==> src/rtl/pvm_regs.svh <==
// Register offsets, field positions, masks and reset values of the port control bank
`ifndef PVM_REGS_SVH
`define PVM_REGS_SVH
// Per-port register blocks: upper address nibble selects the port
`define PVM_PORT1_BASE 8'h10
`define PVM_PORT2_BASE 8'h20
`define PVM_PORT3_BASE 8'h30
`define PVM_BASE_MASK 8'hF0
// Register index inside a port block (lower address nibble)
`define PVM_IDX_QSPLIT 4'h0
`define PVM_IDX_MIRROR 4'h1
`define PVM_IDX_VLANQ 4'h2
`define PVM_IDX_TAGHI 4'h3
`define PVM_IDX_TAGLO 4'h4
// Full byte addresses of the VLAN/queue control registers
`define PVM_P1_VLANQ_OFF 8'h12
`define PVM_P2_VLANQ_OFF 8'h22
`define PVM_P3_VLANQ_OFF 8'h32
// Mirror/tag/membership control fields
`define PVM_MIR_RX 6
`define PVM_MIR_TX 5
`define PVM_MIR_DBL 4
`define PVM_MIR_CEIL 3
`define PVM_MIR_MEMB_HI 2
`define PVM_MIR_MEMB_LO 0
// VLAN/queue control fields
`define PVM_VQ_SPLIT2 7
`define PVM_VQ_FILT 6
`define PVM_VQ_VIDCHK 5
// Queue split control field
`define PVM_QS_SPLIT4 0
// VLAN table entry membership field
`define PVM_VT_MEMB_HI 18
`define PVM_VT_MEMB_LO 16
// Default tag fields
`define PVM_TAG_PRIO_HI 15
`define PVM_TAG_PRIO_LO 13
`define PVM_TAG_VID_HI 11
// Implemented bits of the mirror and VLAN/queue control registers
`define PVM_MIRROR_MASK 8'h7F
`define PVM_VLANQ_MASK 8'hE0
// Reset values
`define PVM_QSPLIT_RST 8'h00
`define PVM_MIRROR_RST 8'h07
`define PVM_VLANQ_RST 8'h00
`define PVM_TAGHI_RST 8'h00
`define PVM_TAGLO_RST 8'h01
`endif

==> src/rtl/pvm_pkg.sv <==
// Types shared by the port VLAN and mirror control bank
package pvm_pkg;
   typedef logic [2:0] pvm_mask_t;
   typedef logic [1:0] pvm_port_t;
   typedef enum logic [1:0] {
      pvm_txq_one = 2'b00,
      pvm_txq_two = 2'b01,
      pvm_txq_four = 2'b11
   } pvm_txq_e;
endpackage

==> src/rtl/pvm_port_regs.sv <==
// Control register set of one switch port
`timescale 1ns/1ps
`include "pvm_regs.svh"
module pvm_port_regs (
   // Clock and reset
   input wire logic clk,
   input wire logic rst,
   // Register write from the decoder
   input wire logic wr_en,
   input wire logic [3:0] wr_idx,
   input wire logic [7:0] wr_data,
   // Stored fields
   output logic [7:0] qsplit,
   output logic [7:0] mirror,
   output logic [7:0] vlanq,
   output logic [15:0] def_tag
);
   // Queue split control
   always_ff @(posedge clk) begin
      if (rst) begin
         qsplit <= `PVM_QSPLIT_RST;
      end else if (wr_en && wr_idx == `PVM_IDX_QSPLIT) begin
         qsplit <= wr_data;
      end
   end

   // Mirror, tag and membership control; unimplemented bits stay zero
   always_ff @(posedge clk) begin
      if (rst) begin
         mirror <= `PVM_MIRROR_RST;
      end else if (wr_en && wr_idx == `PVM_IDX_MIRROR) begin
         mirror <= wr_data & `PVM_MIRROR_MASK;
      end
   end

   // VLAN filtering and two-queue control
   always_ff @(posedge clk) begin
      if (rst) begin
         vlanq <= `PVM_VLANQ_RST;
      end else if (wr_en && wr_idx == `PVM_IDX_VLANQ) begin
         vlanq <= wr_data & `PVM_VLANQ_MASK;
      end
   end

   // Default tag, written one byte at a time
   always_ff @(posedge clk) begin
      if (rst) begin
         def_tag <= {`PVM_TAGHI_RST, `PVM_TAGLO_RST};
      end else if (wr_en && wr_idx == `PVM_IDX_TAGHI) begin
         def_tag[15:8] <= wr_data;
      end else if (wr_en && wr_idx == `PVM_IDX_TAGLO) begin
         def_tag[7:0] <= wr_data;
      end
   end
endmodule

==> src/rtl/pvm_prio_ceiling.sv <==
// User priority ceiling against the port default tag
`timescale 1ns/1ps
module pvm_prio_ceiling (
   // Control
   input wire logic enable,
   // Priorities
   input wire logic [2:0] pkt_prio,
   input wire logic [2:0] ceil_prio,
   output logic [2:0] out_prio
);
   // No comparison at all when disabled
   always_comb begin
      out_prio = pkt_prio;
      if (enable && pkt_prio > ceil_prio) begin
         out_prio = ceil_prio;
      end
   end
endmodule

==> src/rtl/pvm_port_ctrl.sv <==
// Port VLAN, mirror and queue control bank with its per-frame decision stage
`timescale 1ns/1ps
`include "pvm_regs.svh"

module pvm_port_ctrl (
   // Clock and reset
   input wire logic clk,
   input wire logic rst,
   // Register port
   input wire logic [7:0] addr,
   input wire logic [7:0] wr_data,
   input wire logic wr_strobe,
   input wire logic rd_strobe,
   output logic [7:0] rd_data,
   // Frame decision request
   input wire logic in_valid,
   input wire logic [1:0] in_port,
   input wire logic [11:0] in_vid,
   input wire logic [2:0] in_prio,
   input wire logic [18:0] in_vt_entry,
   input wire logic [2:0] in_dest,
   input wire logic [2:0] sniffer_mask,
   // Frame decision result
   output logic out_valid,
   output logic out_drop,
   output logic [2:0] out_dest,
   output logic out_monitored,
   output logic out_add_tag,
   output logic [15:0] out_tag,
   output logic [2:0] out_prio,
   // Transmit queue arrangement, two bits per port
   output logic [5:0] txq_mode
);
   // ****************************************************************
   // Address decode
   // ****************************************************************

   // Port index of an address, 3 when no port block matches
   function automatic pvm_pkg::pvm_port_t addr_port(input logic [7:0] a);
      pvm_pkg::pvm_port_t p;
      p = 2'd3;
      if ((a & `PVM_BASE_MASK) == `PVM_PORT1_BASE) begin
         p = 2'd0;
      end else if ((a & `PVM_BASE_MASK) == `PVM_PORT2_BASE) begin
         p = 2'd1;
      end else if ((a & `PVM_BASE_MASK) == `PVM_PORT3_BASE) begin
         p = 2'd2;
      end
      return p;
   endfunction

   logic [7:0] qsplit [3];
   logic [7:0] mirror [3];
   logic [7:0] vlanq [3];
   logic [15:0] def_tag [3];
   logic [2:0] tx_sniff_vec;
   pvm_pkg::pvm_port_t wr_port;
   pvm_pkg::pvm_port_t rd_port;

   assign wr_port = addr_port(addr);
   assign rd_port = addr_port(addr);

   // ****************************************************************
   // Per-port register sets
   // ****************************************************************

   // Identical layout in every port block; only the upper nibble differs
   for (genvar g = 0; g < 3; g++) begin : g_port
      pvm_port_regs u_regs (
         .clk(clk),
         .rst(rst),
         .wr_en(wr_strobe && wr_port == 2'(g)),
         .wr_idx(addr[3:0]),
         .wr_data(wr_data),
         .qsplit(qsplit[g]),
         .mirror(mirror[g]),
         .vlanq(vlanq[g]),
         .def_tag(def_tag[g])
      );
      assign tx_sniff_vec[g] = mirror[g][`PVM_MIR_TX];
   end

   // ****************************************************************
   // Register read
   // ****************************************************************

   logic [7:0] next_rd_data;

   // Unmapped addresses read as zero
   always_comb begin
      next_rd_data = 8'h00;
      if (rd_port != 2'd3) begin
         if (addr[3:0] == `PVM_IDX_QSPLIT) begin
            next_rd_data = qsplit[rd_port];
         end else if (addr[3:0] == `PVM_IDX_MIRROR) begin
            next_rd_data = mirror[rd_port];
         end else if (addr[3:0] == `PVM_IDX_VLANQ) begin
            next_rd_data = vlanq[rd_port];
         end else if (addr[3:0] == `PVM_IDX_TAGHI) begin
            next_rd_data = def_tag[rd_port][15:8];
         end else if (addr[3:0] == `PVM_IDX_TAGLO) begin
            next_rd_data = def_tag[rd_port][7:0];
         end
      end
   end

   // Data stands only in the cycle after the strobe
   always_ff @(posedge clk) begin
      if (rst) begin
         rd_data <= 8'h00;
      end else begin
         rd_data <= rd_strobe ? next_rd_data : 8'h00;
      end
   end

   // ****************************************************************
   // Frame decision, combinational part
   // ****************************************************************

   logic port_ok;
   pvm_pkg::pvm_port_t ip;
   pvm_pkg::pvm_mask_t ing_onehot;
   pvm_pkg::pvm_mask_t memb_c;
   pvm_pkg::pvm_mask_t normal_c;
   logic rx_hit;
   logic tx_hit;
   logic filt_drop;
   logic vid_drop;
   logic drop_c;
   logic mon_c;
   logic [2:0] prio_c;

   // An unknown ingress port selects port 1 fields but the frame is dropped
   assign port_ok = in_port < 2'd3;
   assign ip = port_ok ? in_port : 2'd0;
   assign ing_onehot = port_ok ? (3'b001 << in_port) : 3'b000;

   // Egress membership of the ingress port limits the normal destinations
   assign memb_c = mirror[ip][`PVM_MIR_MEMB_HI:`PVM_MIR_MEMB_LO];
   assign normal_c = in_dest & memb_c;

   // Mirroring triggers on the ingress port or any egress port
   assign rx_hit = mirror[ip][`PVM_MIR_RX];
   assign tx_hit = |(normal_c & tx_sniff_vec);

   // Ingress filtering against the VLAN table membership field
   assign filt_drop = vlanq[ip][`PVM_VQ_FILT]
      && ((in_vt_entry[`PVM_VT_MEMB_HI:`PVM_VT_MEMB_LO] & ing_onehot) == 3'b000);
   assign vid_drop = vlanq[ip][`PVM_VQ_VIDCHK]
      && (in_vid != def_tag[ip][`PVM_TAG_VID_HI:0]);
   assign drop_c = !port_ok || filt_drop || vid_drop;
   assign mon_c = !drop_c && (rx_hit || tx_hit);

   // Priority ceiling against the default tag priority
   pvm_prio_ceiling u_ceil (
      .enable(mirror[ip][`PVM_MIR_CEIL]),
      .pkt_prio(in_prio),
      .ceil_prio(def_tag[ip][`PVM_TAG_PRIO_HI:`PVM_TAG_PRIO_LO]),
      .out_prio(prio_c)
   );

   // ****************************************************************
   // Frame decision, registered result
   // ****************************************************************

   // Valid follows the request one cycle later
   always_ff @(posedge clk) begin
      if (rst) begin
         out_valid <= 1'b0;
      end else begin
         out_valid <= in_valid;
      end
   end

   // Destinations: sniffer is added on top, never in place of the others
   always_ff @(posedge clk) begin
      if (rst) begin
         out_drop <= 1'b0;
         out_dest <= 3'b000;
         out_monitored <= 1'b0;
      end else if (in_valid) begin
         out_drop <= drop_c;
         out_dest <= drop_c ? 3'b000 : (normal_c | (mon_c ? sniffer_mask : 3'b000));
         out_monitored <= mon_c;
      end
   end

   // Tagging and priority; held between frames
   always_ff @(posedge clk) begin
      if (rst) begin
         out_add_tag <= 1'b0;
         out_tag <= 16'h0000;
         out_prio <= 3'b000;
      end else if (in_valid) begin
         out_add_tag <= !drop_c && mirror[ip][`PVM_MIR_DBL];
         out_tag <= def_tag[ip];
         out_prio <= prio_c;
      end
   end

   // ****************************************************************
   // Transmit queue arrangement
   // ****************************************************************

   // Four-queue wins if software breaks the exclusion, so the mode stays defined
   always_ff @(posedge clk) begin
      if (rst) begin
         txq_mode <= {3{pvm_pkg::pvm_txq_one}};
      end else begin
         for (int k = 0; k < 3; k++) begin
            if (qsplit[k][`PVM_QS_SPLIT4]) begin
               txq_mode[2*k +: 2] <= pvm_pkg::pvm_txq_four;
            end else if (vlanq[k][`PVM_VQ_SPLIT2]) begin
               txq_mode[2*k +: 2] <= pvm_pkg::pvm_txq_two;
            end else begin
               txq_mode[2*k +: 2] <= pvm_pkg::pvm_txq_one;
            end
         end
      end
   end
endmodule

==> config.mk <==
export PLATFORM = sky130hd
export DESIGN_NAME = pvm_port_ctrl
export DESIGN_NICKNAME = d
export VERILOG_FILES = /design/src/rtl/pvm_pkg.sv /design/src/rtl/pvm_port_regs.sv /design/src/rtl/pvm_prio_ceiling.sv /design/src/rtl/pvm_port_ctrl.sv
export VERILOG_INCLUDE_DIRS = /design/src /design/src/rtl
export SDC_FILE = /design/constraint.sdc
export NUM_CORES = 1
export LEC_CHECK = 0
export BUFFER_PORTS_ARGS = -buffer_cell sky130_fd_sc_hd__buf_2
export CORE_MARGIN = 8
export CORE_UTILIZATION = 30
export DETAILED_ROUTE_END_ITERATION = 12
export SLEW_MARGIN = 20
export SYNTH_ARGS = -nofsm -noshare
export SYNTH_HDL_FRONTEND = slang
export SYNTH_SLANG_ARGS = --single-unit
==> constraint.sdc <==
create_clock -name clk -period 4 [get_ports clk]
set_input_delay 0.8 -clock clk [delete_from_list [all_inputs] [get_ports clk]]
set_output_delay 0.8 -clock clk [all_outputs]
set_load 0.03 [all_outputs]
# After elaboration in Yosys (flattened, before gate mapping)
# Index checks and enable logic that the tools add are counted.
# classes
n_lt_le_gt_ge,4
eq_ne,11
shift,1
muxes,40
bitwise_logic,11
reduce_logical,36
# ops
operator,n
8-bit 2-to-1 mux,11
8-bit binary-select mux with 2-bit select,5
16-bit binary-select mux with 2-bit select,2
16-bit 2-to-1 mux,4
7-bit 2-to-1 mux,4
1-bit logical AND,23
4-bit by 2-bit == test with 1-bit output (second input constant),4
2-bit 2-to-1 mux,6
3-bit 2-to-1 mux,4
12-bit inequality test,1
3-bit bitwise AND,3
4-bit by 1-bit == test with 1-bit output (second input constant),2
3-bit greater-or-equal comparator (second input constant),2
2-bit NOT with 3-bit output,2
2-bit AND reduction,3
3-bit OR reduction,2
1-bit NOT,5
4-bit by 3-bit == test with 1-bit output (second input constant),1
4-bit logical NOT,1
1-bit 2-to-1 mux,4
3-bit > comparator,1
3-bit logical NOT,1
1-bit logical OR,3
3-bit OR,1
other kinds (7),8
# totals
reg_bits,142
in_bits,63
output_inout_bits,40
elab_cells,127

# Depth between registers and ports, before layout
# depth
depth_word,14
mapped_depth,13
ltp_nobuf,11

# By module
# From an unflattened synthesis, not the netlist that was laid out.
# unflattened
hier_cells,883
area_unflattened_um2,7923.8
# by_module_without_submodules
mod,n_inst,cells_per_inst,area_per_inst_um2,seq_area_each_um2
pvm_port_regs,3,137,1457.6,680.7
pvm_port_ctrl,1,459,3435.8,800.8
pvm_prio_ceiling,1,13,115.1,0.0

# Least setup slack after synthesis
# No wires, ideal clock.
# synth_path
path_type,input to register
start,input port in_port[0]
end,register out_prio[0]
setup_time_ns,0.138
t_arrival_ns,2.865
required_ns,3.862
setup_slack_ns,0.996
stages,13
n_path_buf,2
path_cell_list,xor2_1 -> buf_2 -> buf_2 -> nor2_1 -> nor2_1 -> inv_1 -> ha_1 -> nor2b_1 -> o21ai_0 -> a21oi_1 -> o21ai_0 -> mux2i_1 -> a211oi_1
# synth_via
elab_chain_len,9
word_cells_on_any_way,12
cone_classes,order compare: 2; mux: 8; bitwise: 1; reduce/logical: 1
# synth_lines
item,line_no,text
start: declaration,pvm_port_ctrl.sv:17,"input wire logic [1:0] in_port,"
2-bit less-than comparator,pvm_port_ctrl.sv:134,assign port_ok = in_port < 2'd3;
2-bit 2-to-1 mux *,pvm_port_ctrl.sv:135,assign ip = port_ok ? in_port : 2'd0;
2-bit NOT with 3-bit output (not written as such) *,"pvm_port_ctrl.sv:156, pvm_port_ctrl.sv:158",
16-bit binary-select mux with 2-bit select,pvm_port_ctrl.sv:158,".ceil_prio(def_tag[ip][`PVM_TAG_PRIO_HI:`PVM_TAG_PRIO_LO]),"
16-bit 2-to-1 mux (not written as such) (2 in series),pvm_port_ctrl.sv:158,
3-bit > comparator,pvm_prio_ceiling.sv:14,if (enable && pkt_prio > ceil_prio) begin
1-bit logical AND,pvm_prio_ceiling.sv:14,
3-bit 2-to-1 mux *,pvm_prio_ceiling.sv:14,
end signal: assignment,pvm_port_ctrl.sv:197,out_prio <= prio_c;
end: declaration,pvm_port_ctrl.sv:30,"output logic [2:0] out_prio,"
# Every way passes the cells marked *; elsewhere a longest branch is shown, timed or not. The select of a mux whose other input is x is not followed.
# A chain may end at the register's enable or synchronous reset.

# Final worst setup path
# layout_path
start,input port in_port[0]
end,register out_prio[2]
# Same word-level chain as after synthesis.

==> results.py <==
metrics = {
    "sta": {
        "min_period_ns": 2.908,
        "finalSetupViolCount": 0,
        "max_freq_mhz": 343.9,
        "fin_crit_sh_pct": 72.71,
        "setup_tns_ns": 0,
        "tightestPinTransition_ns": 0.7858,
        "hold_violations": 0,
        "fin_skew_ns": 0.007597,
        "rsz0062_at_grt": "false",
        "maxSlewHeadroom_pct": 47.62,
        "drv_slew": 0,
    },
    "power": {
        "p_leak_nw": 3.249,
        "powerDensity_nw_per_um2": 426.6,
        "ir_drop_uv": 297.9,
        "total_power_mw": 3.701,
    },
    "die": {
        "core_region_area_um2": 23540,
        "rows": 56,
        "io_pins": 103,
        "die-area_um2": 29230,
        "die_height_um": 171.0,
        "initial_utilization_pct": 30.60,
        "die_x_um": 171.0,
    },
    "yosys": {
        "synth_fp_nets": 970,
        "ys_seq_elements": 142,
        "synth_edf_count": 0,
        "avgSynthCellArea_um2": 7.968,
        "yosysSeqAreaShare_pct": 39.46,
        "yosys.cell_types.count": 53,
        "synth_area_um2": 7203,
        "synthFlopType": "dfxtp_1",
        "syn_inst": 904,
        "synthArstFlopShare_pct": 0,
        "yosys_warnings": 0,
    },
    "clock_network": {
        "clk_pin_slew_ns": 0.06,
        "htreeDepth": 4,
        "cts_tree": "done",
        "cts.repair_timing.setup_buffer_count": 0,
        "ctsResizeCount": 0,
        "root_buffer": "clkbuf_16",
        "cts_sinks": 142,
        "clockBufferDepth": 2,
        "clkLatencyLatePin_ns": 0.43,
        "hold_buffers": 0,
        "cts_buffers": 17,
    },
    "route": {
        "route.met2.wl_um": 12070,
        "drc": 0,
        "drt-initial-drc-count": 671,
        "num_vias": 7149,
        "wl_met3_um": 1822,
        "dr.pass1.iters": 5,
        "avgRoutedWirePerCell_um": 19.26,
        "m1WireLength_um": 9806,
        "ant_nets": 0,
        "topRoutingLayerUsed": "met4",
        "wl_um": 24790,
        "viasPerCell": 5.555,
    },
    "min_path": {
        "hp-start": "g_port[1].u_regs.qsplit[2]$_SDFFE_PP0P_",
        "min_path_cells": 2,
        "whs_endpoint": "g_port[1].u_regs.qsplit[2]$_SDFFE_PP0P_",
        "hold_class": "flip-flop to flip-flop",
    },
    "critical_path": {
        "r2r_start": "g_port[2].u_regs.def_tag[6]$_SDFFE_PP0P_",
        "worstSetupStartpointType": "input port",
        "critical_path_arrival_ns": 3.18,
        "cp_max_fo": 9,
        "worstSetupPathType": "input port to flip-flop",
        "rrSetupSlack_ns": 1.71,
        "crit_required_ns": 4.27,
        "critPathCaptureType": "flip-flop",
        "reg2reg_depth": 6,
        "r2r-end": "out_dest[0]$_SDFFE_PP0P_",
    },
    "place": {
        "place.gp.congestion": 0.8730,
        "numPortBuffers": 86,
        "post-dp-hpwl_um": 17080,
    },
    "global_routing": {
        "grt_max_degree": 70,
        "grt_pass1_wl_um": 38190,
        "grt_overflow": 0,
        "antenna_found_initial": 1,
        "grt_use_total_pct": 16.75,
        "grt_pass1_vias": 6879,
    },
    "cells_and_area": {
        "area_growth_pct": 20.43,
        "drive_above_1_share_pct": 17.48,
        "final_util_pct": 36.85,
        "nets": 1020,
    },
    "job": {
        "max_cap_viol_count": 0,
    },
    "status": {
        "status": "finished, final reports clean",
    },
}
## worst max-delay path, stage by stage
cell	delay, ns
buf_2	0.21
nand2b_1	0.42
o22ai_1	0.18
nor2_1	0.22
inv_1	0.08
ha_1	0.30
nor2b_1	0.13
o21ai_0	0.14
a21oi_1	0.08
o21ai_0	0.23
mux2i_1	0.29
a211oi_1	0.09
## flip-flops by register name, indices dropped and copies added, names as in the netlist, 6 cells and up
register / cells
rd_data: 8
g_port.u_regs.mirror: 21
txq_mode: 6
g_port.u_regs.vlanq: 9
g_port.u_regs.def_tag: 48
out_tag: 16
g_port.u_regs.qsplit: 24
## cells by family (layout without fill, tap and decap cells)
group / Yosys count / after routing / share of synthesized area, %
xor gates and xnor gates: 4 / 4 / 0.4865
muxes: 41 / 41 / 5.871
DFF: 142 / 142 / 39.47
AOI/OAI and AO/OA: 247 / 247 / 23.14
and+or+nand+nor: 349 / 349 / 24.14
adders and majority gates: 3 / 3 / 0.5212
buffers and inverters: 118 / 181 / 6.375
other: 0 / 1 / 0
## cells in the final DEF, fill, tap and decap left out, types with 11 or more instances in the layout
| cell | count |
|---|---|
| dfxtp_1 | 142 |
| nand2_1 | 128 |
| a21oi_1 | 100 |
| nand3_1 | 92 |
| buf_2 | 85 |
| nor2_1 | 46 |
| inv_1 | 36 |
| o2111ai_1 | 33 |
| mux2i_1 | 31 |
| buf_4 | 25 |
| a22oi_1 | 24 |
| nand3b_1 | 23 |
| or3b_1 | 19 |
| a22o_1 | 17 |
| o21ai_0 | 17 |
| clkbuf_16 | 17 |
| a211oi_1 | 12 |
| nor2b_1 | 11 |
## stage by stage
stage / hold WS [ns] / area (um2) / std cells / setup WS, ns
3_3_place_gp: 0.4386 / 7970 / 1254 / 0.6507
5_1_grt: 0.4687 / 8675 / 1287 / 0.9012
2_1_floorplan: 0.4329 / 7203 / 904 / 0.9965
3_5_place_dp: 0.4459 / 7970 / 1254 / 0.6536
6_report: 0.4548 / 8675 / 1287 / 1.092
4_1_cts: 0.4560 / 8672 / 1286 / 1.092
## cell usage after synthesis (5+ instances only)
library cell | number | share of area [%]
nand2_1 | 128 | 6.7
dfxtp_1 | 142 | 39
mux2i_1 | 31 | 4.3
nand3_1 | 92 | 6.4
a21oi_1 | 100 | 6.9
a22oi_1 | 24 | 2.5
mux2_2 | 10 | 1.6
o221ai_1 | 6 | 0.73
o2111ai_1 | 33 | 4.0
or3b_1 | 19 | 2.3
a22o_1 | 17 | 2.1
inv_1 | 36 | 1.9
nand3b_1 | 23 | 2.4
nand4_1 | 5 | 0.43
o22ai_1 | 10 | 0.87
a211oi_1 | 12 | 1.3
clkbuf_1 | 69 | 3.6
o21ai_0 | 17 | 1.2
buf_2 | 7 | 0.49
nor2b_1 | 12 | 1.0
nor2_1 | 47 | 2.4
## final cells by class
class	instances	area, um2
fill	2444	14870
multi-input combinational	644	3920
sequential	142	2843
timing repair buffer	113	673.1
clock buffer	18	439.2
tap	319	399.1
clock inverter	14	262.8
inverter	36	135.1
antenna	1	2.502
## report_power, final
| part | switching [mW] | internal (mW) | total (mW) |
|---|---|---|---|
| Combinational | 0.249 | 0.111 | 0.361 |
| Sequential | 0.00728 | 1.43 | 1.44 |
| Clock | 0.652 | 1.25 | 1.90 |
| Total | 0.909 | 2.79 | 3.70 |
## per-layer routing
| layer | vias up | global-route usage [%] |
|---|---|---|
| met2 | 289 | 27.63 |
| li1 | 3379 | - |
| met3 | 64 | 3.434 |
| met1 | 3417 | 20.14 |
| met4 | 0 | 9.301 |
| met5 | - | 0 |
## how the worst max path moves through the flow
stage	to	slack [ns]	start
floorplan	out_prio[0]$_SDFFE_PP0P_	1.0	in_port[0]
global placement	out_prio[2]$_SDFFE_PP0P_	0.65	in_port[0]
detailed placement	out_prio[2]$_SDFFE_PP0P_	0.65	in_port[0]
CTS	out_prio[2]$_SDFFE_PP0P_	1.09	in_port[0]
global route	out_prio[1]$_SDFFE_PP0P_	0.90	in_port[0]
finish	out_prio[2]$_SDFFE_PP0P_	1.09	in_port[0]
Power figures use the tool's default switching activity.
